File: src/shared/pafifo_pkg.sv
package pafifo_pkg;

    // default port width and address width (depth is 2**addr width)
    localparam int unsigned DATA_WIDTH_DEF   = 4;
    localparam int unsigned ADDR_WIDTH_DEF   = 4;

    // default distances of the almost flags from full and from empty
    localparam int unsigned AFULL_OFFSET_DEF  = 2;
    localparam int unsigned AEMPTY_OFFSET_DEF = 2;

    // mode strings of the static mode setting
    localparam string MODE_SYNC  = "TRUE";
    localparam string MODE_ASYNC = "FALSE";

    // capabilities off unless asked for
    localparam bit REWRITE_DEF = 1'b0;
    localparam bit RESEND_DEF  = 1'b0;

    // flag values after reset: buffer empty
    localparam logic RST_FULL         = 1'b0;
    localparam logic RST_EMPTY        = 1'b1;
    localparam logic RST_ALMOST_FULL  = 1'b0;
    localparam logic RST_ALMOST_EMPTY = 1'b1;

    // synchroniser length for pins
    localparam int unsigned SYNC_STAGES = 2;

endpackage

File: src/hw/pafifo_sync.sv
`timescale 1ns/100ps
// two-flop synchroniser for a group of pins sampled together
module pafifo_sync #(
    parameter int unsigned WIDTH = 1
) (
    input  wire logic             sys_clk,
    input  wire logic             rst,
    input  wire logic [WIDTH-1:0] pin_in,
    output logic      [WIDTH-1:0] sync_out
);

    logic [WIDTH-1:0] meta_q;
    logic [WIDTH-1:0] meta_d;
    logic [WIDTH-1:0] stab_q;
    logic [WIDTH-1:0] stab_d;

    // first flop feeds only the second one
    always_comb begin
        meta_d = pin_in;
        stab_d = meta_q;
    end

    always_ff @(posedge sys_clk or posedge rst) begin
        if (rst) begin
            meta_q <= '0;
            stab_q <= '0;
        end else begin
            meta_q <= meta_d;
            stab_q <= stab_d;
        end
    end

    assign sync_out = stab_q;

endmodule

File: src/hw/pafifo_ram.sv
`timescale 1ns/100ps
// storage array: one write port, one asynchronous read port
module pafifo_ram #(
    parameter int unsigned DATA_WIDTH = pafifo_pkg::DATA_WIDTH_DEF,
    parameter int unsigned ADDR_WIDTH = pafifo_pkg::ADDR_WIDTH_DEF
) (
    input  wire logic                  sys_clk,
    input  wire logic                  wr_strobe,
    input  wire logic [ADDR_WIDTH-1:0] wr_addr,
    input  wire logic [DATA_WIDTH-1:0] wr_word,
    input  wire logic [ADDR_WIDTH-1:0] rd_addr,
    output logic      [DATA_WIDTH-1:0] rd_word
);

    logic [DATA_WIDTH-1:0] mem_q [0:(1<<ADDR_WIDTH)-1];

    // no reset on the array: content is only valid behind the pointers
    always_ff @(posedge sys_clk) begin
        if (wr_strobe) begin
            mem_q[wr_addr] <= wr_word;
        end
    end

    assign rd_word = mem_q[rd_addr];

endmodule

File: src/hw/pafifo_top.sv
`timescale 1ns/100ps
// Function
// - memory array plus pointer and flag control section
// - static mode string TRUE is single clock, FALSE is dual clock
// - async mode: write actions on write clock, read actions on read clock
// - async: write when enabled and not full; writes while full ignored
// - async: read when enabled and not empty; reads while empty ignored
// - async: full flag lives in write clock domain
// - async: empty flag lives in read clock domain
// - sync mode: reads and writes both on the one shared clock
// - sync mode: full set when filled, empty set when drained
// - write, read and output register enables are active high
// - output data register updates only when its enable is high
// - packet error restores write pointer to packet start, dropping packet
// - rewrite can be enabled without resend
// - resend request restores read pointer to packet start
// - resend only works when rewrite is enabled too
// - empty clears one read clock after write (sync), two (async)
// - almost full at set threshold; write pointer stops when full
// - async: full clears two write clocks after a read
// - one data width parameter shared by both ports
module pafifo_top #(
    parameter int unsigned DATA_WIDTH    = pafifo_pkg::DATA_WIDTH_DEF,
    parameter int unsigned ADDR_WIDTH    = pafifo_pkg::ADDR_WIDTH_DEF,
    parameter string       SYNC_FIFO     = pafifo_pkg::MODE_SYNC,
    parameter bit          REWRITE_EN    = pafifo_pkg::REWRITE_DEF,
    parameter bit          RESEND_EN     = pafifo_pkg::RESEND_DEF,
    parameter int unsigned AFULL_OFFSET  = pafifo_pkg::AFULL_OFFSET_DEF,
    parameter int unsigned AEMPTY_OFFSET = pafifo_pkg::AEMPTY_OFFSET_DEF
) (
    input  wire logic                  sys_clk,
    input  wire logic                  rst,
    input  wire logic                  write_clock,
    input  wire logic                  write_enable,
    input  wire logic [DATA_WIDTH-1:0] data_in,
    input  wire logic                  write_packet_error,
    input  wire logic                  read_clock,
    input  wire logic                  read_enable,
    input  wire logic                  read_resend_request,
    input  wire logic                  output_register_enable,
    output logic      [DATA_WIDTH-1:0] data_out,
    output logic                       full_flag,
    output logic                       empty_flag,
    output logic                       almost_full_flag,
    output logic                       almost_empty_flag
);

    localparam int unsigned PW = ADDR_WIDTH + 1;
    localparam int unsigned WG = DATA_WIDTH + 3;
    localparam logic [PW-1:0] DEPTH = PW'(1 << ADDR_WIDTH);
    localparam logic [PW-1:0] AFULL_LEVEL =
        PW'((1 << ADDR_WIDTH) - AFULL_OFFSET);
    localparam logic [PW-1:0] AEMPTY_LEVEL = PW'(AEMPTY_OFFSET);
    localparam logic [PW-1:0] PTR_ONE = PW'(1);

    localparam bit SYNC_MODE = (SYNC_FIFO == pafifo_pkg::MODE_SYNC);
    localparam bit REWRITE   = REWRITE_EN;
    // resend has no effect unless rewrite is on
    localparam bit RESEND    = RESEND_EN && REWRITE_EN;

    // synchronised pin groups
    logic [WG-1:0] wgrp_s;
    logic [3:0]    rgrp_s;

    logic                  wclk_s;
    logic                  w_en;
    logic                  w_err;
    logic [DATA_WIDTH-1:0] w_data;
    logic                  rclk_s;
    logic                  r_en;
    logic                  r_nak;
    logic                  r_oe;

    // clock edge detection
    logic wclk_prev_q;
    logic wclk_prev_d;
    logic rclk_prev_q;
    logic rclk_prev_d;
    logic wr_tick;
    logic rd_tick;

    // write side state
    logic [PW-1:0] wptr_q;
    logic [PW-1:0] wptr_d;
    logic [PW-1:0] wstart_q;
    logic [PW-1:0] wstart_d;
    logic [PW-1:0] rview_q;
    logic [PW-1:0] rview_d;
    logic          full_q;
    logic          full_d;
    logic          afull_q;
    logic          afull_d;
    logic [PW-1:0] wfill;
    logic [PW-1:0] rlim_w;
    logic          mem_we;

    // read side state
    logic [PW-1:0]         rptr_q;
    logic [PW-1:0]         rptr_d;
    logic [PW-1:0]         rstart_q;
    logic [PW-1:0]         rstart_d;
    logic [PW-1:0]         wview_q;
    logic [PW-1:0]         wview_d;
    logic                  empty_q;
    logic                  empty_d;
    logic                  aempty_q;
    logic                  aempty_d;
    logic [DATA_WIDTH-1:0] rdata_q;
    logic [DATA_WIDTH-1:0] rdata_d;
    logic [DATA_WIDTH-1:0] dout_q;
    logic [DATA_WIDTH-1:0] dout_d;
    logic [PW-1:0]         rfill;
    logic [PW-1:0]         wlim_r;
    logic [PW-1:0]         rlim;
    logic [PW-1:0]         wlim;
    logic [DATA_WIDTH-1:0] mem_word;

    // clocks and their data share one delay, so they stay aligned
    pafifo_sync #(
        .WIDTH (WG)
    ) u_wsync (
        .sys_clk  (sys_clk),
        .rst      (rst),
        .pin_in   ({write_clock, write_enable, write_packet_error, data_in}),
        .sync_out (wgrp_s)
    );

    pafifo_sync #(
        .WIDTH (4)
    ) u_rsync (
        .sys_clk  (sys_clk),
        .rst      (rst),
        .pin_in   ({read_clock, read_enable, read_resend_request,
                    output_register_enable}),
        .sync_out (rgrp_s)
    );

    // unpack synchronised groups; all enables active high
    always_comb begin
        wclk_s = wgrp_s[WG-1];
        w_en   = wgrp_s[WG-2];
        w_err  = wgrp_s[WG-3];
        w_data = wgrp_s[DATA_WIDTH-1:0];
        rclk_s = rgrp_s[3];
        r_en   = rgrp_s[2];
        r_nak  = rgrp_s[1];
        r_oe   = rgrp_s[0];
    end

    // rising edges of each pin clock become one-cycle ticks
    // sync mode: read side follows the shared write clock
    always_comb begin
        wclk_prev_d = wclk_s;
        rclk_prev_d = rclk_s;
        wr_tick     = wclk_s & ~wclk_prev_q;
        rd_tick     = SYNC_MODE ? wr_tick : (rclk_s & ~rclk_prev_q);
    end

    always_ff @(posedge sys_clk or posedge rst) begin
        if (rst) begin
            wclk_prev_q <= 1'b0;
            rclk_prev_q <= 1'b0;
        end else begin
            wclk_prev_q <= wclk_prev_d;
            rclk_prev_q <= rclk_prev_d;
        end
    end

    // limits: the reader only sees whole packets, the writer must not
    // overwrite a packet that may still be resent
    always_comb begin
        wlim = REWRITE ? wstart_q : wptr_q;
        rlim = RESEND ? rstart_q : rptr_q;
    end

    pafifo_ram #(
        .DATA_WIDTH (DATA_WIDTH),
        .ADDR_WIDTH (ADDR_WIDTH)
    ) u_ram (
        .sys_clk   (sys_clk),
        .wr_strobe (mem_we),
        .wr_addr   (wptr_q[ADDR_WIDTH-1:0]),
        .wr_word   (w_data),
        .rd_addr   (rptr_q[ADDR_WIDTH-1:0]),
        .rd_word   (mem_word)
    );

    // write side next state
    always_comb begin
        wptr_d   = wptr_q;
        wstart_d = wstart_q;
        rview_d  = rview_q;
        full_d   = full_q;
        afull_d  = afull_q;
        mem_we   = 1'b0;
        // async: read limit passes one write-clock stage
        rlim_w   = SYNC_MODE ? rlim : rview_q;
        wfill    = wptr_q - rlim_w;
        if (wr_tick) begin
            rview_d = rlim;
            if (REWRITE && w_err) begin
                // drop the open packet, error wins over a write
                wptr_d = wstart_q;
            end else if (w_en && !full_q) begin
                // accept the word; no advance while full
                mem_we = 1'b1;
                wptr_d = wptr_q + PTR_ONE;
                // top data bit is the end-of-packet mark
                // next packet starts after the marked word
                if (REWRITE && w_data[DATA_WIDTH-1]) begin
                    wstart_d = wptr_q + PTR_ONE;
                end
            end
            // flags from the pointer as it will stand
            wfill   = wptr_d - rlim_w;
            full_d  = (wfill == DEPTH);
            afull_d = (wfill >= AFULL_LEVEL);
        end
    end

    // reset leaves both pointers and packet starts at zero
    always_ff @(posedge sys_clk or posedge rst) begin
        if (rst) begin
            wptr_q   <= '0;
            wstart_q <= '0;
            rview_q  <= '0;
            full_q   <= pafifo_pkg::RST_FULL;
            afull_q  <= pafifo_pkg::RST_ALMOST_FULL;
        end else begin
            wptr_q   <= wptr_d;
            wstart_q <= wstart_d;
            rview_q  <= rview_d;
            full_q   <= full_d;
            afull_q  <= afull_d;
        end
    end

    // read side next state
    always_comb begin
        rptr_d   = rptr_q;
        rstart_d = rstart_q;
        wview_d  = wview_q;
        empty_d  = empty_q;
        aempty_d = aempty_q;
        rdata_d  = rdata_q;
        dout_d   = dout_q;
        // async: write limit passes one read-clock stage
        wlim_r   = SYNC_MODE ? wlim : wview_q;
        rfill    = wlim_r - rptr_q;
        if (rd_tick) begin
            wview_d = wlim;
            if (RESEND && r_nak) begin
                // rewind to the start of the current packet
                rptr_d = rstart_q;
            end else if (r_en && !empty_q) begin
                // deliver the next word, ignored while empty
                rdata_d = mem_word;
                rptr_d  = rptr_q + PTR_ONE;
                // read-side packet start tracks marked words
                if (REWRITE && mem_word[DATA_WIDTH-1]) begin
                    rstart_d = rptr_q + PTR_ONE;
                end
            end
            // output register loads only when enabled
            if (r_oe) begin
                dout_d = rdata_q;
            end
            // registered flag: one tick late sync, two async
            rfill    = wlim_r - rptr_d;
            empty_d  = (rfill == '0);
            aempty_d = (rfill <= AEMPTY_LEVEL);
        end
    end

    always_ff @(posedge sys_clk or posedge rst) begin
        if (rst) begin
            rptr_q   <= '0;
            rstart_q <= '0;
            wview_q  <= '0;
            empty_q  <= pafifo_pkg::RST_EMPTY;
            aempty_q <= pafifo_pkg::RST_ALMOST_EMPTY;
            rdata_q  <= '0;
            dout_q   <= '0;
        end else begin
            rptr_q   <= rptr_d;
            rstart_q <= rstart_d;
            wview_q  <= wview_d;
            empty_q  <= empty_d;
            aempty_q <= aempty_d;
            rdata_q  <= rdata_d;
            dout_q   <= dout_d;
        end
    end

    // all outputs straight from flops
    always_comb begin
        data_out          = dout_q;
        full_flag         = full_q;
        empty_flag        = empty_q;
        almost_full_flag  = afull_q;
        almost_empty_flag = aempty_q;
    end

endmodule

File: config.mk
export PLATFORM = sky130hd
export DESIGN_NAME = pafifo_top
export DESIGN_NICKNAME = d
export VERILOG_FILES = /design/src/shared/pafifo_pkg.sv /design/src/hw/pafifo_sync.sv /design/src/hw/pafifo_ram.sv /design/src/hw/pafifo_top.sv
export SDC_FILE = /design/constraint.sdc
export NUM_CORES = 1
export LEC_CHECK = 0
export ABC_AREA = 1
export BUFFER_PORTS_ARGS = -buffer_cell sky130_fd_sc_hd__buf_2
export CAP_MARGIN = 0
export CORE_MARGIN = 8
export CORE_UTILIZATION = 52
export DETAILED_ROUTE_END_ITERATION = 10
export GPL_ROUTABILITY_DRIVEN = 0
export PLACE_DENSITY_LB_ADDON = 0.3
export SLEW_MARGIN = 25
export SYNTH_ARGS = -nofsm -noshare
export SYNTH_HDL_FRONTEND = slang
export SYNTH_SLANG_ARGS = --single-unit
File: constraint.sdc
create_clock -name sys_clk -period 4.7 [get_ports sys_clk]
set_input_delay 0.235 -clock sys_clk [delete_from_list [all_inputs] [get_ports sys_clk]]
set_output_delay 0.235 -clock sys_clk [all_outputs]
set_load 0.03 [all_outputs]
Word level (Yosys, flattened, before mapping)
Memory sizes are Yosys's and may differ from the RTL's. A register that Yosys moved wholly into a read port is not among the register bits.
Index checks and enable logic that the tools add are counted.
W data, S select, Z words.

storage, ports and cells
  output and inout bits = 8
  memories kept = 1
  RAM bits = 64
  input port bits = 13
  register bits = 39

cells by class
  reductions and logical operators = 7
  $lt $le $gt $ge = 2
  muxes and demuxes = 8
  bitwise gates (word level) = 2
  add/subtract/negate cells = 4
  eq/ne operators = 1

memory list
  memory       depth  bits a word  read ports  clocked after memory_dff  wr ports  line              RTL
  u_ram.mem_q  16     4            1           1                         1         pafifo_ram.sv:15  logic [DATA_WIDTH-1:0] mem_q [0:(1<<ADDR_WIDTH)-1];

operators with widths
  cell                   number
  $mux W5                4
  $add A5 B1 Y5 const B  2
  $sub A5 B5 Y5          2
  $eq A5 B5 Y1 const B   1
  $ge A5 B4 Y1 const B   1
  $le A5 B2 Y1 const B   1
  $logic_not A5 Y1       1
  $mux W1                4
  $reduce_and A2 Y1      2
  $logic_and A1 B1 Y1    2
  $logic_not A1 Y1       2
  $and A1 B1 Y1          1
  $not A1 Y1             1

Longest topological paths before layout
  depth in word-level cells = 6
  depth in mapped cells = 16
  mapped depth without buffers = 16

Hierarchy
From an unflattened synthesis, not the netlist that was laid out.

unflattened totals
  cells, all modules = 500
  area total of the unflattened synthesis = 4943.5 µm²

modules (own cells, without submodules)
  module                 area each (µm²)  seq. area each (µm²)  cells each  times used
  pafifo_ram             2886.5           1921.8                286         1
  pafifo_top             1498.9           578.1                 190         1
  pafifo_sync (u_wsync)  354.1            350.3                 15          1
  pafifo_sync (u_rsync)  203.9            200.2                 9           1

Least setup slack after synthesis
OpenSTA, ideal clock, no wires.

  path type = flip-flop to flip-flop
  start = reg wptr_q[1], in the netlist wlim[1]
  end = reg afull_q, in the netlist almost_full_flag
  setup time = 0.071 ns
  period minus slack after synthesis = 2.318 ns
  slack = 2.382 ns
  required time = 4.629 ns
  stages on the path, launching flop included = 13
  arrival = 2.247 ns
  cells stage by stage = dfrtp_1 inv_1 ha_1 inv_1 o21ai_0 inv_1 fa_1 xnor2_1 inv_1 or2_2 o21ai_0 nor2_1 nor2_1

between the ends
  longest elaborated chain between the ends = 5

ends and longest elaborated chain
  what                    line               RTL
  start, declared         pafifo_top.sv:83   logic [PW-1:0] wptr_q;
  start signal, assigned  pafifo_top.sv:230  wptr_q <= wptr_d;
  $add A5 B1 Y5           pafifo_top.sv:207  wptr_d = wptr_q + PTR_ONE;
  $mux W5 (*)             pafifo_top.sv:204  end else if (w_en && !full_q) begin
  $mux W5 (*)             pafifo_top.sv:199  if (wr_tick) begin
  $sub A5 B5 Y5 (*)       pafifo_top.sv:215  wfill = wptr_d - rlim_w;
  $ge A5 B4 Y1 (*)        pafifo_top.sv:217  afull_d = (wfill >= AFULL_LEVEL);
  end signal, assigned    pafifo_top.sv:228  afull_q <= pafifo_pkg::RST_ALMOST_FULL;
  end signal, assigned    pafifo_top.sv:234  afull_q <= afull_d;
  end, declared           pafifo_top.sv:91   logic afull_q;

Every way passes the cells marked *; elsewhere a longest branch is shown, timed or not. The select of a mux whose other input is x is not followed.
A chain may end at the register's enable or synchronous reset.

Worst setup path in the final report
  start = reg rptr_q[1], in the netlist rlim[1]
  end = reg empty_q, in the netlist empty_flag

between the ends
  longest elaborated chain between the ends = 5

ends and longest elaborated chain
  what                    line               RTL
  start, declared         pafifo_top.sv:98   logic [PW-1:0] rptr_q;
  start signal, assigned  pafifo_top.sv:285  rptr_q <= rptr_d;
  $add A5 B1 Y5           pafifo_top.sv:258  rptr_d = rptr_q + PTR_ONE;
  $mux W5 (*)             pafifo_top.sv:255  end else if (r_en && !empty_q) begin
  $mux W5 (*)             pafifo_top.sv:250  if (rd_tick) begin
  $sub A5 B5 Y5 (*)       pafifo_top.sv:269  rfill = wlim_r - rptr_d;
  $logic_not A5 Y1 (*)    pafifo_top.sv:270  empty_d = (rfill == '0);
  end signal, assigned    pafifo_top.sv:280  empty_q <= pafifo_pkg::RST_EMPTY;
  end signal, assigned    pafifo_top.sv:288  empty_q <= empty_d;
  end, declared           pafifo_top.sv:104  logic empty_q;

Marked as above.

==> results.txt <==
----------------------------------------------------
[Yosys]
  Post-synth EDFFs ... 64
  Fraction of synthesized area in multiplexers ... 0.991%
  Post-synth cell types ... 31
  Number of synthesized register bits ... 103
  Main combinational cell family by area after synthesis ... simple AND/OR/NAND/NOR gates
  Syn_nets ... 442
  Top FF cell, synth ... edfxtp_1
  Syn Std Cell Area ... 4550 sq um
  Register area share after synthesis ... 63.8%
  Yosys warning total ... 0
  Share of flip-flops with an asynchronous set or reset after synthesis ... 37.9%
  Simple-gate share of the synthesized area ... 16.2%
  Share of synthesized cell area in full adder, half adder and majority cells ... 4.18%
  Fraction of the mapped netlist area in compound gates ... 7.49%
  Cell count after synthesis ... 415
  Share of the synthesized netlist area taken by xor and xnor gates ... 1.73%
  Post-synthesis area per instance ... 11.0 sq um

[Clock network]
  TritonCTS clock tree ... yes
  Worst-Skew Late Latency ... 0.36 ns
  Post-CTS repair timing setup buffer count ... 0
  Buffer cell driving the clock tree root ... clkbuf_8
  Number of levels the H-tree was split into ... 3
  Clock Sinks ... 103
  Number of buffers created by CTS ... 9
  Clock edge transition at the registers on the reported setup and hold paths ... 0.10 ns
  Maximum clock insertion buffer count ... 2

[Timing]
  Total Neg Setup Slack ... 0 ns
  Least-Margin Pin Slew ... 0.834 ns
  Final slew viol count ... 0
  Unrepaired setup endpoints after global routing ... no
  F_max ... 381 MHz
  Final worst clock skew ... 0.0125 ns
  Final Cycle Share ... 55.8%
  Slew margin rel. ... 44.0%
  Final hold slack ... -0.00328 ns
  Crit path time final ... 2.62 ns
  Number of hold violations in the final report ... 7
  Finish-stage setup viols ... 0

[Setup path]
  Crit path launch type ... flip-flop
  Critical Path Source ... rlim[1]$_DFFE_PP0P_
  Delay contributed by the slowest stage of the critical path ... 0.54 ns
  Required time at the worst-slack endpoint ... 5.00 ns
  Worst-path maximum fanout ... 22
  Cell with the largest stage delay on the worst path ... clkinv_1
  Family of cells with the greatest summed delay on the critical path ... buffers and inverters
  Count of buffer and inverter cells on the critical path ... 3
  List of cells traversed by the critical path ... buf_4 > clkinv_1 > nor3_1 > xor2_1 > ha_1 > nand3_1 > nand2_1 > inv_1 > nand2_1 > nand2_1 > nand2_1 > nand2_1 > nand2_1
  Critical path's most frequent cell ... nand2_1
  R2r startpoint ... rlim[1]$_DFFE_PP0P_
  Critical Path End Type ... flip-flop
  Arrival time of the worst setup path ... 2.92 ns
  Class of the most critical setup path ... flip-flop to flip-flop

[Cells and area]
  Area growth from synthesis to layout ... 9.72%
  Cell Count, Final, Fillers Out ... 555
  Fin nets ... 469
  # diodes ... 0
  Leading cell types in the layout, fill and taps excluded ... nand2_1 (70), edfxtp_1 (64), nor2_1 (53)
  Most frequent standard cell in the layout excluding fill and tap cells ... nand2_1
  Fraction of final layout cells with drive strength greater than 1 ... 11.4%

[Placement]
  Port Buf Inserts ... 17
  Detailed Place HPWL ... 6.25 mm
  Cell count after placement ... 531

[Floorplanning]
  Effective utilization at floorplan ... 52.9%
  Placeable core area ... 8590 sq um
  Total die area ... 12000 sq um
  IO Count ... 21
  Number of cell rows ... 34
  Die extent in y ... 109 um
  Width of the die ... 109 um

[Hold path]
  Class of the tightest hold or removal check ... input pin to async pin

[Drt]
  Vias/cell ... 5.44
  Number of violations reported at the end of detailed-routing iteration 0 ... 226
  DRC viols ... 0
  Final routed wirelength across all metal layers ... 9.25 mm
  Post-route ant nets ... 0
  Iteration count of the initial detailed-routing pass ... 4
  WL per Instance ... 16.7 um
  Vias after detailed routing ... 3020

[Power]
  VDD IR max ... 0.000358 V
  Power density relative to cell area ... 562 nW/um^2
  Final Power ... 2.80 mW
  Static leakage power ... 1.97 nW

[Run status]
  Failing checks ... negative hold slack
  Status ... finished, violations left

[Global routing]
  Wire length of the first global-routing pass ... 15.1 mm
  Overall global routing resource usage ... 16.6%
  Antenna violations before repair ... 0
  Pin count of the biggest net entering global routing ... 40
  Leftover overflow at the end of global routing ... 0
  Via count of the first global-routing pass ... 3175

[Job]
  Max Cap Viol ... 0

----------------------------------------------------
per-stage QoR:
step                cell area [sq um]  util (%)  hold WS, ns  setup slack, ns
floorplan                        4550         -        0.266             2.38
global placement                 4690      54.5        0.333             2.07
detailed placement               4690      54.5        0.336             2.07
CTS                              4990      58.0     0.000460             2.05
global route                     4990      58.0       0.0420             1.82
finish                           4990      58.0     -0.00328             2.08
synth_stat cells, types with 2 or more instances:
| cell | instances | share of area, % |
|---|---|---|
| edfxtp_1 | 64 | 42 |
| xnor2_1 | 5 | 0.96 |
| o21ai_0 | 35 | 3.9 |
| xor2_1 | 4 | 0.77 |
| ha_1 | 12 | 3.3 |
| nor3_1 | 15 | 1.7 |
| o221ai_1 | 2 | 0.39 |
| buf_2 | 4 | 0.44 |
| nand3_2 | 2 | 0.44 |
| o211ai_1 | 6 | 0.99 |
| inv_1 | 32 | 2.6 |
| nor2_1 | 53 | 4.4 |
| buf_4 | 4 | 0.66 |
| dfstp_2 | 2 | 1.2 |
| o22ai_1 | 4 | 0.55 |
| a31oi_1 | 2 | 0.28 |
| a21oi_1 | 10 | 1.1 |
| buf_6 | 6 | 1.5 |
| nand3_1 | 23 | 2.5 |
| o21ai_1 | 3 | 0.33 |
| nor2_2 | 2 | 0.28 |
| clkinv_1 | 2 | 0.17 |
| nand4_1 | 4 | 0.55 |
| nand2_1 | 70 | 5.8 |
| inv_2 | 3 | 0.25 |
| mux2_2 | 4 | 0.99 |
| dfrtp_1 | 37 | 20 |
| fa_1 | 2 | 0.88 |
final timing paths:
| kind | endpoint | slack (ns) | depth (start not counted) |
|---|---|---|---|
| max in group asynchronous | almost_empty_flag$_DFFE_PP1P_ | 4.34 | 3 |
| worst max register to register | empty_flag$_DFFE_PP1P_ | 2.08 | 13 |
| worst max-delay path | empty_flag$_DFFE_PP1P_ | 2.08 | 13 |
| worst min register to register | u_wsync.sync_out[0]$_DFF_PP0_ | 0.35 | 0 |
| worst min-delay path | u_wsync.sync_out[0]$_DFF_PP0_ | -0.003 | 3 |
| min in group sys_clk | u_wsync.sync_out[0]$_DFF_PP0_ | 0.35 | 0 |
cell families (layout without fill, tap and decap cells):
logic type | after synthesis | in the layout
simple gates | 172 | 172
mux | 4 | 4
compound gates | 62 | 62
flops | 103 | 103
xor+xnor | 9 | 9
buf+inv | 51 | 83
fa+ha+maj | 14 | 14
timing repair:
item	CTS	global route
hold buffers	8	0
hold endpoints to repair	8	0
resized for setup	0	0
report_power, final:
part / internal (mW) / switching [mW]
clock: 0.293 / 0.294
combinational: 0.370 / 0.688
sequential: 1.06 / 0.0947
state kept, by name, indices dropped and copies added, names as in the netlist, 2 cells and up:
| register | flops |
|---|---|
| u_ram.mem_q | 64 |
| u_wsync.meta_q | 6 |
| u_wsync.sync_out | 6 |
| rlim | 5 |
| wlim | 5 |
| data_out | 4 |
| rdata_q | 4 |
| u_rsync.meta_q | 2 |
| u_rsync.sync_out | 2 |
metal layers:
layer / global-route usage [%] / wire [um] / vias up
met3: 3.22 / 495 / 12
met2: 28.9 / 4760 / 90
met5: 0 / 0 / -
met1: 20.2 / 3870 / 1455
met4: 5.79 / 122 / 0
li1: - / - / 1463
cell type report:
cell class	instances	area (sq um)
flip-flops and latches	103	2900
inverters	37	139
multi-input cells	261	1390
repair buffers	30	203
fillers	709	3610
clock buffers	14	206
well taps	108	135
clock inverters	2	15.0
tightest hold or removal path: stages:
cell,delay [ns]
buf_2,0.10
inv_1,0.05
buf_4,0.44
No activity file was read; power rests on OpenSTA's default activity.
